[src/verilog/mgc_map.svh]
// Register indices, reset values, write masks, clock rate, times and slope values.
// Assumes inclusion by the register block only.
`ifndef MGC_MAP_SVH
`define MGC_MAP_SVH
`define MGC_NREG         7
`define MGC_IDX_TAP_TIM  8'h63
`define MGC_IDX_TAP_THR  8'h64
`define MGC_IDX_ORI_A    8'h65
`define MGC_IDX_ORI_B    8'h66
`define MGC_IDX_FLAT_ANG 8'h67
`define MGC_IDX_FLAT_HLD 8'h68
`define MGC_IDX_FOC      8'h69
`define MGC_RST_TAP_TIM  8'h04
`define MGC_RST_TAP_THR  8'h0a
`define MGC_RST_ORI_A    8'h18
`define MGC_RST_ORI_B    8'h48
`define MGC_RST_FLAT_ANG 8'h08
`define MGC_RST_FLAT_HLD 8'h11
`define MGC_RST_FOC      8'h00
`define MGC_MSK_TAP_TIM  8'hc7
`define MGC_MSK_TAP_THR  8'h1f
`define MGC_MSK_ORI_A    8'hff
`define MGC_MSK_ORI_B    8'hff
`define MGC_MSK_FLAT_ANG 8'h3f
`define MGC_MSK_FLAT_HLD 8'h37
`define MGC_MSK_FOC      8'h7f
`define MGC_CLK_HZ       25000000
`define MGC_HZ_PER_KHZ   1000
`define MGC_QUIET0_MS    12'h01e
`define MGC_QUIET1_MS    12'h014
`define MGC_SHOCK0_MS    12'h032
`define MGC_SHOCK1_MS    12'h04b
`define MGC_DTAP0_MS     12'h032
`define MGC_DTAP1_MS     12'h064
`define MGC_DTAP2_MS     12'h096
`define MGC_DTAP3_MS     12'h0c8
`define MGC_DTAP4_MS     12'h0fa
`define MGC_DTAP5_MS     12'h177
`define MGC_DTAP6_MS     12'h1f4
`define MGC_DTAP7_MS     12'h2bc
`define MGC_STABLE_MS    12'h064
`define MGC_FLAT0_MS     12'h000
`define MGC_FLAT1_MS     12'h280
`define MGC_FLAT2_MS     12'h500
`define MGC_FLAT3_MS     12'ha00
`define MGC_MS_MAX       12'hfff
`define MGC_SLOPE_LO_DG  3'h2
`define MGC_SLOPE_HI_DG  3'h4
`endif

[src/verilog/mgc_pkg.sv]
// Types shared by the configuration register block.
// Assumes the map header holds every number.
`default_nettype none
package mgc_pkg;
    typedef logic [7:0]  mgc_byte_t;
    typedef logic [11:0] mgc_ms_t;
    typedef enum logic [1:0] {
        MGC_OM_SYM  = 2'h0,
        MGC_OM_HIGH = 2'h1,
        MGC_OM_LOW  = 2'h2,
        MGC_OM_SYM2 = 2'h3
    } mgc_orient_mode_t;
    typedef enum logic [1:0] {
        MGC_BLK_NONE  = 2'h0,
        MGC_BLK_THETA = 2'h1,
        MGC_BLK_SLOPE = 2'h2,
        MGC_BLK_FULL  = 2'h3
    } mgc_block_t;
    typedef enum logic [1:0] {
        MGC_FOC_OFF  = 2'h0,
        MGC_FOC_POS  = 2'h1,
        MGC_FOC_NEG  = 2'h2,
        MGC_FOC_ZERO = 2'h3
    } mgc_foc_target_t;
endpackage
`default_nettype wire
[src/verilog/mgc_config_regs.sv]
// Gesture and offset configuration registers on an AHB-Lite slave.
// Assumes one clock, word-only single transfers; answers have no wait states while ce is high.
//
// Decided for this implementation: the AHB-Lite interface to the registers.
`timescale 1ns/1ps
`default_nettype none
`include "mgc_map.svh"
module mgc_config_regs #(
    parameter int ADDR_W    = 12,
    parameter int MS_CYCLES = `MGC_CLK_HZ / `MGC_HZ_PER_KHZ
) (
    // Clock, reset and enable.
    input  wire logic                      hclk,
    input  wire logic                      hresetn,
    input  wire logic                      ce,
    // AHB-Lite slave.
    input  wire logic                      hsel,
    input  wire logic [ADDR_W-1:0]         haddr,
    input  wire logic [1:0]                htrans,
    input  wire logic                      hwrite,
    input  wire logic [2:0]                hsize,
    input  wire logic [31:0]               hwdata,
    input  wire logic                      hready,
    output logic                           hreadyout,
    output logic                           hresp,
    output logic [31:0]                    hrdata,
    // Sensor side inputs.
    input  wire logic [1:0]                acc_range,
    input  wire logic [15:0]               acc_x,
    input  wire logic [15:0]               acc_y,
    input  wire logic [15:0]               acc_z,
    input  wire logic                      tap_prefilt,
    input  wire logic                      ud_change,
    input  wire logic [2:0]                orient_value,
    input  wire logic                      flat_now,
    // Tap settings.
    output mgc_pkg::mgc_ms_t               tap_quiet_ms,
    output mgc_pkg::mgc_ms_t               tap_shock_ms,
    output mgc_pkg::mgc_ms_t               tap_window_ms,
    output logic [8:0]                     tap_threshold_half,
    output logic                           lowpower_allow,
    // Orientation settings.
    output logic [3:0]                     orient_hyst,
    output mgc_pkg::mgc_orient_mode_t      orient_mode,
    output logic                           orient_block_theta,
    output logic                           orient_block_big,
    output logic [2:0]                     orient_slope_dg,
    output logic                           orient_block_unstable,
    output logic [5:0]                     orient_theta,
    output logic [15:0]                    orient_x,
    output logic [15:0]                    orient_y,
    output logic [15:0]                    orient_z,
    output logic                           orient_ud_irq,
    // Flat settings.
    output logic [5:0]                     flat_theta,
    output logic [2:0]                     flat_hysteresis,
    output mgc_pkg::mgc_ms_t               flat_hold_ms,
    output logic                           flat_settled,
    // Offset compensation.
    output logic                           foc_gyr_en,
    output mgc_pkg::mgc_foc_target_t       foc_x,
    output mgc_pkg::mgc_foc_target_t       foc_y,
    output mgc_pkg::mgc_foc_target_t       foc_z
);
    localparam mgc_pkg::mgc_byte_t RST [0:`MGC_NREG-1] = '{
        `MGC_RST_TAP_TIM, `MGC_RST_TAP_THR, `MGC_RST_ORI_A,
        `MGC_RST_ORI_B, `MGC_RST_FLAT_ANG, `MGC_RST_FLAT_HLD,
        `MGC_RST_FOC};
    localparam mgc_pkg::mgc_byte_t MSK [0:`MGC_NREG-1] = '{
        `MGC_MSK_TAP_TIM, `MGC_MSK_TAP_THR, `MGC_MSK_ORI_A,
        `MGC_MSK_ORI_B, `MGC_MSK_FLAT_ANG, `MGC_MSK_FLAT_HLD,
        `MGC_MSK_FOC};

    generate
        if (ADDR_W < 10 || ADDR_W > 32 || MS_CYCLES < 1 || MS_CYCLES > 65536) begin : g_bad_par
            $error("mgc_config_regs: unsupported parameter value");
        end
    endgenerate

    // Word index to register slot, with a hit flag on top.
    function automatic logic [3:0] reg_slot(input logic [7:0] idx);
        logic [7:0] off;
        off = idx - `MGC_IDX_TAP_TIM;
        if (idx >= `MGC_IDX_TAP_TIM && idx <= `MGC_IDX_FOC) begin
            reg_slot = {1'b1, off[2:0]};
        end else begin
            reg_slot = 4'h0;
        end
    endfunction

    mgc_pkg::mgc_byte_t regs [0:`MGC_NREG-1];
    logic               wr_pend;
    logic               wr_hit;
    logic [2:0]         wr_slot;
    logic [15:0]        ms_cnt;
    logic               ms_tick;
    mgc_pkg::mgc_ms_t   stable_ms;
    mgc_pkg::mgc_ms_t   flat_ms;
    logic [2:0]         orient_last;
    logic               flat_last;

    // Address phase decode.
    wire        take      = ce && hsel && hready && htrans[1];
    wire        hi_zero   = (ADDR_W == 10) || (haddr[ADDR_W-1:2] >> 8) == '0;
    wire [3:0]  a_dec     = reg_slot(haddr[9:2]);
    wire        a_hit     = a_dec[3] && hi_zero;
    wire [2:0]  a_slot    = a_dec[2:0];
    wire        fwd       = wr_pend && wr_hit && wr_slot == a_slot;
    wire [7:0]  wr_byte   = hwdata[7:0] & MSK[wr_slot];
    wire [7:0]  rd_byte   = fwd ? wr_byte : regs[a_slot];
    wire [31:0] next_rdata = (take && !hwrite && a_hit) ? {24'h0, rd_byte} : 32'h0;

    assign hreadyout = ce;
    assign hresp     = 1'b0;

    always_ff @(posedge hclk or negedge hresetn) begin
        if (!hresetn) begin
            wr_pend <= 1'b0;
            wr_hit  <= 1'b0;
            wr_slot <= 3'h0;
            hrdata  <= 32'h0;
        end else if (ce) begin
            wr_pend <= take && hwrite;
            wr_hit  <= a_hit;
            wr_slot <= a_slot;
            hrdata  <= next_rdata;
        end
    end

    // Register storage; reserved bits are dropped on write.
    genvar g;
    generate
        for (g = 0; g < `MGC_NREG; g++) begin : g_reg
            always_ff @(posedge hclk or negedge hresetn) begin
                if (!hresetn) begin
                    regs[g] <= RST[g];
                end else if (ce && wr_pend && wr_hit && wr_slot == 3'(g)) begin
                    regs[g] <= wr_byte;
                end
            end
        end
    endgenerate

    // Field views.
    wire [7:0] r_tap  = regs[0];
    wire [7:0] r_thr  = regs[1];
    wire [7:0] r_ora  = regs[2];
    wire [7:0] r_orb  = regs[3];
    wire [7:0] r_fla  = regs[4];
    wire [7:0] r_flh  = regs[5];
    wire [7:0] r_foc  = regs[6];
    wire [4:0] tap_threshold_code      = r_thr[4:0];
    wire       axis_rotate_sel         = r_orb[7];
    wire       updown_change_int_allow = r_orb[6];
    wire [1:0] blk_code                = r_ora[3:2];

    wire [11:0] dtap_ms =
        (r_tap[2:0] == 3'h0) ? `MGC_DTAP0_MS :
        (r_tap[2:0] == 3'h1) ? `MGC_DTAP1_MS :
        (r_tap[2:0] == 3'h2) ? `MGC_DTAP2_MS :
        (r_tap[2:0] == 3'h3) ? `MGC_DTAP3_MS :
        (r_tap[2:0] == 3'h4) ? `MGC_DTAP4_MS :
        (r_tap[2:0] == 3'h5) ? `MGC_DTAP5_MS :
        (r_tap[2:0] == 3'h6) ? `MGC_DTAP6_MS : `MGC_DTAP7_MS;
    wire [5:0]  thr_half2g = (tap_threshold_code == 5'h00) ? 6'h01
                                                          : {tap_threshold_code, 1'b0};
    wire [8:0]  next_thr   = 9'(thr_half2g) << acc_range;
    wire [11:0] hold_ms =
        (r_flh[5:4] == 2'h0) ? `MGC_FLAT0_MS :
        (r_flh[5:4] == 2'h1) ? `MGC_FLAT1_MS :
        (r_flh[5:4] == 2'h2) ? `MGC_FLAT2_MS : `MGC_FLAT3_MS;
    wire [2:0]  slope_dg =
        (blk_code == mgc_pkg::MGC_BLK_SLOPE) ? `MGC_SLOPE_LO_DG :
        (blk_code == mgc_pkg::MGC_BLK_FULL)  ? `MGC_SLOPE_HI_DG : 3'h0;
    wire        stable_ok = stable_ms >= `MGC_STABLE_MS;
    wire        orient_chg = orient_value != orient_last;
    wire        flat_chg   = flat_now != flat_last;

    // Tap, orientation, flat and offset outputs.
    always_ff @(posedge hclk or negedge hresetn) begin
        if (!hresetn) begin
            tap_quiet_ms          <= `MGC_QUIET0_MS;
            tap_shock_ms          <= `MGC_SHOCK0_MS;
            tap_window_ms         <= `MGC_DTAP0_MS;
            tap_threshold_half    <= 9'h000;
            lowpower_allow        <= 1'b1;
            orient_hyst           <= 4'h0;
            orient_mode           <= mgc_pkg::MGC_OM_SYM;
            orient_block_theta    <= 1'b0;
            orient_block_big      <= 1'b0;
            orient_slope_dg       <= 3'h0;
            orient_block_unstable <= 1'b0;
            orient_theta          <= 6'h00;
            flat_theta            <= 6'h00;
            flat_hysteresis       <= 3'h0;
            flat_hold_ms          <= `MGC_FLAT0_MS;
            foc_gyr_en            <= 1'b0;
            foc_x                 <= mgc_pkg::MGC_FOC_OFF;
            foc_y                 <= mgc_pkg::MGC_FOC_OFF;
            foc_z                 <= mgc_pkg::MGC_FOC_OFF;
        end else if (ce) begin
            tap_quiet_ms          <= r_tap[7] ? `MGC_QUIET1_MS : `MGC_QUIET0_MS;
            tap_shock_ms          <= r_tap[6] ? `MGC_SHOCK1_MS : `MGC_SHOCK0_MS;
            tap_window_ms         <= dtap_ms;
            tap_threshold_half    <= next_thr;
            lowpower_allow        <= !tap_prefilt;
            orient_hyst           <= r_ora[7:4];
            orient_mode           <= mgc_pkg::mgc_orient_mode_t'(r_ora[1:0]);
            orient_block_theta    <= blk_code != mgc_pkg::MGC_BLK_NONE;
            orient_block_big      <= blk_code != mgc_pkg::MGC_BLK_NONE;
            orient_slope_dg       <= slope_dg;
            orient_block_unstable <= blk_code == mgc_pkg::MGC_BLK_FULL && !stable_ok;
            orient_theta          <= r_orb[5:0];
            flat_theta            <= r_fla[5:0];
            flat_hysteresis       <= r_flh[2:0];
            flat_hold_ms          <= hold_ms;
            foc_gyr_en            <= r_foc[6];
            foc_x                 <= mgc_pkg::mgc_foc_target_t'(r_foc[5:4]);
            foc_y                 <= mgc_pkg::mgc_foc_target_t'(r_foc[3:2]);
            foc_z                 <= mgc_pkg::mgc_foc_target_t'(r_foc[1:0]);
        end
    end

    // Axis remap and up/down event gate.
    always_ff @(posedge hclk or negedge hresetn) begin
        if (!hresetn) begin
            orient_x      <= 16'h0000;
            orient_y      <= 16'h0000;
            orient_z      <= 16'h0000;
            orient_ud_irq <= 1'b0;
        end else if (ce) begin
            orient_x      <= axis_rotate_sel ? acc_y : acc_x;
            orient_y      <= axis_rotate_sel ? acc_z : acc_y;
            orient_z      <= axis_rotate_sel ? acc_x : acc_z;
            orient_ud_irq <= ud_change && updown_change_int_allow;
        end
    end

    // Millisecond tick.
    assign ms_tick = ms_cnt == 16'(MS_CYCLES - 1);
    always_ff @(posedge hclk or negedge hresetn) begin
        if (!hresetn) begin
            ms_cnt <= 16'h0000;
        end else if (ce) begin
            ms_cnt <= ms_tick ? 16'h0000 : ms_cnt + 16'h0001;
        end
    end

    // Stability timers, restarted on every change of their input.
    always_ff @(posedge hclk or negedge hresetn) begin
        if (!hresetn) begin
            orient_last <= 3'h0;
            flat_last   <= 1'b0;
            stable_ms   <= 12'h000;
            flat_ms     <= 12'h000;
        end else if (ce) begin
            orient_last <= orient_value;
            flat_last   <= flat_now;
            if (orient_chg) begin
                stable_ms <= 12'h000;
            end else if (ms_tick && stable_ms != `MGC_MS_MAX) begin
                stable_ms <= stable_ms + 12'h001;
            end
            if (flat_chg) begin
                flat_ms <= 12'h000;
            end else if (ms_tick && flat_ms != `MGC_MS_MAX) begin
                flat_ms <= flat_ms + 12'h001;
            end
        end
    end

    assign flat_settled = !flat_chg && flat_ms >= flat_hold_ms;
endmodule
`default_nettype wire

[config.mk]
export PLATFORM = sky130hd
export DESIGN_NAME = mgc_config_regs
export DESIGN_NICKNAME = d
export VERILOG_FILES = /design/src/verilog/mgc_pkg.sv /design/src/verilog/mgc_config_regs.sv
export VERILOG_INCLUDE_DIRS = /design/src /design/src/verilog
export SDC_FILE = /design/constraint.sdc
export NUM_CORES = 1
export LEC_CHECK = 0
export ABC_AREA = 1
export ABC_CLOCK_PERIOD_IN_PS = 2300
export BUFFER_PORTS_ARGS = -buffer_cell sky130_fd_sc_hd__buf_4
export CAP_MARGIN = 20
export CORE_ASPECT_RATIO = 1.2
export CORE_MARGIN = 1.5
export CORE_UTILIZATION = 45
export CTS_BUF_LIST = sky130_fd_sc_hd__clkbuf_8
export DETAILED_ROUTE_END_ITERATION = 10
export PLACE_DENSITY = 0.69
export SYNTH_ARGS = -nofsm -noshare
export SYNTH_HDL_FRONTEND = slang
export SYNTH_SLANG_ARGS = --single-unit
[constraint.sdc]
create_clock -name hclk -period 2.3 [get_ports hclk]
set_input_delay 0.23 -clock hclk [delete_from_list [all_inputs] [get_ports hclk]]
set_output_delay 0.23 -clock hclk [all_outputs]
set_load 0.02 [all_outputs]
==> metrics.yaml <==
synth_area_um2: 11500
hp-class: "in2reg"
grt_overflow: 0
yosysUniqueCellTypes: 50
worstMarginPinSlew_ps: 616
clock_latency_ps: 550
syn_inst: 1420
start_kind: "flip-flop"
post-route-period-util_pct: 98.2
setup.worst_path.start: "flat_ms[9]$_DFFE_PN0P_"
crit_chain: "ha_4 > a21oi_2 > nor2_2 > a2111oi_2 > a21oi_1 > buf_4"
ys_seq_area_share_pct: 48.4
synth_top_area_share_pct: 44.7
relSlewSlack_pct: 58.9
fp.coreArea_um2: 24900
drtAntennaViolNets: 0
via_count: 10100
min_period_ps: 2260
cts_buffers: 39
setup_viol: 0
ys_ff_latch: 221
antenna_found_initial: 0
routed_wl_um: 30900
cts_tree: "done"
wl_per_cell_um: 15.2
drive_gt1_share_pct: 21.3
dp_hpwl_um: 22000
yosysMostFrequentCell: "nand2_1"
pin_count: 287
whs_path_depth: 5
dp_cells: 1907
grtUsageTotal_pct: 23.3
crit_arrival_ps: 2030
synth_top_area_cell: "dfrtp_1"
rsz0062_at_grt: "yes"
area_delta_synth_final_pct: 26.4
die_y_um: 178
die_w_um: 149
power_density_nw_per_um2: 659
syn_area_per_cell_um2: 8.08
n_antenna_cell: 0
end_kind: "primary output"
status: "finished clean"
grt_first_pass_wirelength_um: 49300
clockBufferDepth: 3
cpMaxStageDelayCell: "dfrtp_2"
drt_first_pass_iters: 5
hold_viol_final: 0
report.final.slew_viol_count: 0
path_clk_slew_ps: 60
post-route-drc-count: 0
post-route-util_pct: 58.2
synthArstFlopShare_pct: 100
io_buffers: 204
drt_iter0_markers: 539
cts_root_buf: "clkbuf_8"
max-cap-violations: 0
cts.sinks: 221
max_stage_delay_ps: 450
yosys-top-cells-count: "410 x nand2_1, 205 x dfrtp_1, 138 x inv_1"
grt_start_max_net_pins: 93
synth_flop_cell: "dfrtp_1"
leakage_uw: 0.00735
pre_cts_slack_ps: 153
die_area_um2: 26500
rr_startpoint: "ms_cnt[1]$_DFFE_PN0P_"
ff2ff_path_depth: 10
skew_ps: 38.5
ir_drop_mv: 0.419
initial_utilization_pct: 46.1
htree_levels: 2
fin_tns_setup_ps: 0
worst_hold_slack_ps: 31.3
final_cells: 2036
worst_slack_ps: 40.7
synth.area.top_cells: "dfrtp_1 45%, nand2_1 13%, o21ai_0 6.0%, inv_1 4.5%, buf_4 3.9%"
globalplace.congestion: 0.907
viasPerCell: 4.96
yosys_warnings: 0
num_rows: 63
worstPathMaxFanout: 4
path_class: "reg2out"
grt_pass1_vias: 9669
required_ps: 2070
synth-edff-count: 0
fmax_ghz: 0.443
layout.nets: 1809
min_from: "acc_z[5]"
## flip-flops by register name, summed over array words and instances, names as in the netlist, 9 cells and up
register            cells
flat_ms                12
ms_cnt                 16
orient_x               16
orient_y               16
orient_z               16
stable_ms              12
tap_threshold_half      9
tap_window_ms          10
## layer usage
metal  track usage [%]  vias up  routed length, um
met3              3.47       64               1360
met5                 0        -                  0
met2              38.6      288              15100
met4              9.08        0               1060
li1                  -     4973                  -
met1              30.7     4764              13400
## worst max-delay path, delay by kind of cell, from the launching register on
kind / cells / cell delay, ps
flip-flops: 1 / 450
AO/OA/AOI/OAI: 3 / 600
AND/OR/NAND/NOR: 1 / 50
adder cells (fa/ha/maj): 1 / 230
buffers and inverters: 1 / 180
## metrics by stage
stage	total power, uW	instance area (um2)
after floorplan	5410	11700
after global placement	6000	13100
after detailed placement	6040	13100
after CTS	9640	14400
after global routing	10100	14500
final	9560	14500
## kinds of logic after synthesis
| kind of cell | count (synthesis) | share of synthesized area (%) |
|---|---|---|
| multiplexers | 16 | 1.40 |
| AO/OA/AOI/OAI | 208 | 9.94 |
| AND/OR/NAND/NOR | 668 | 25.4 |
| flip-flops | 221 | 48.4 |
| XOR/XNOR | 23 | 1.76 |
| adder cells (fa/ha/maj) | 17 | 1.85 |
| other | 2 | 0.0654 |
| buffers and inverters | 265 | 11.3 |
## worst paths after layout
check	slack, ps	end
hold / removal	30	orient_y[5]$_DFFE_PN0P_
max in group asynchronous	1250	tap_window_ms[5]$_DFFE_PN1P_
min in group asynchronous	290	stable_ms[8]$_DFFE_PN0P_
hold reg to reg	470	tap_window_ms[1]$_DFFE_PN1P_
setup reg to reg	300	flat_ms[0]$_DFFE_PN0P_
setup / recovery	40	flat_settled
## timing repair
| action | in CTS | in global routing |
|---|---|---|
| endpoints found under the setup margin | 1 | 1 |
| pin swaps | 0 | 3 |
| buffers inserted | 1 | 7 |
| hold buffers | 50 | 0 |
| resized for setup | 3 | 12 |
| endpoints found under the hold margin | 126 | 0 |
## layout make-up
class / instances / area, um2
fill: 2299 / 10400
tap: 325 / 407
clock buffer: 47 / 647
multi-input combinational: 984 / 4880
timing repair buffer: 286 / 2340
clock inverter: 24 / 106
inverter: 149 / 564
sequential: 221 / 5560
## power breakdown
part           switching [uW]  internal (uW)
registers                 226           4170
logic                    1040            661
clock network            1610           1860
## layout by cell type, fill, tap and decap left out, types with 47 or more instances in the layout
cell type / synthesis / routed
dfrtp_1: 205 / 201
inv_1: 138 / 151
clkbuf_8: 0 / 47
buf_4: 60 / 230
dlygate4sd3_1: 0 / 50
nand3_1: 70 / 70
o21ai_0: 137 / 137
nor2_1: 110 / 109
nand2_1: 410 / 409
conb_1: 2 / 52
Power figures use the tool's default switching activity.
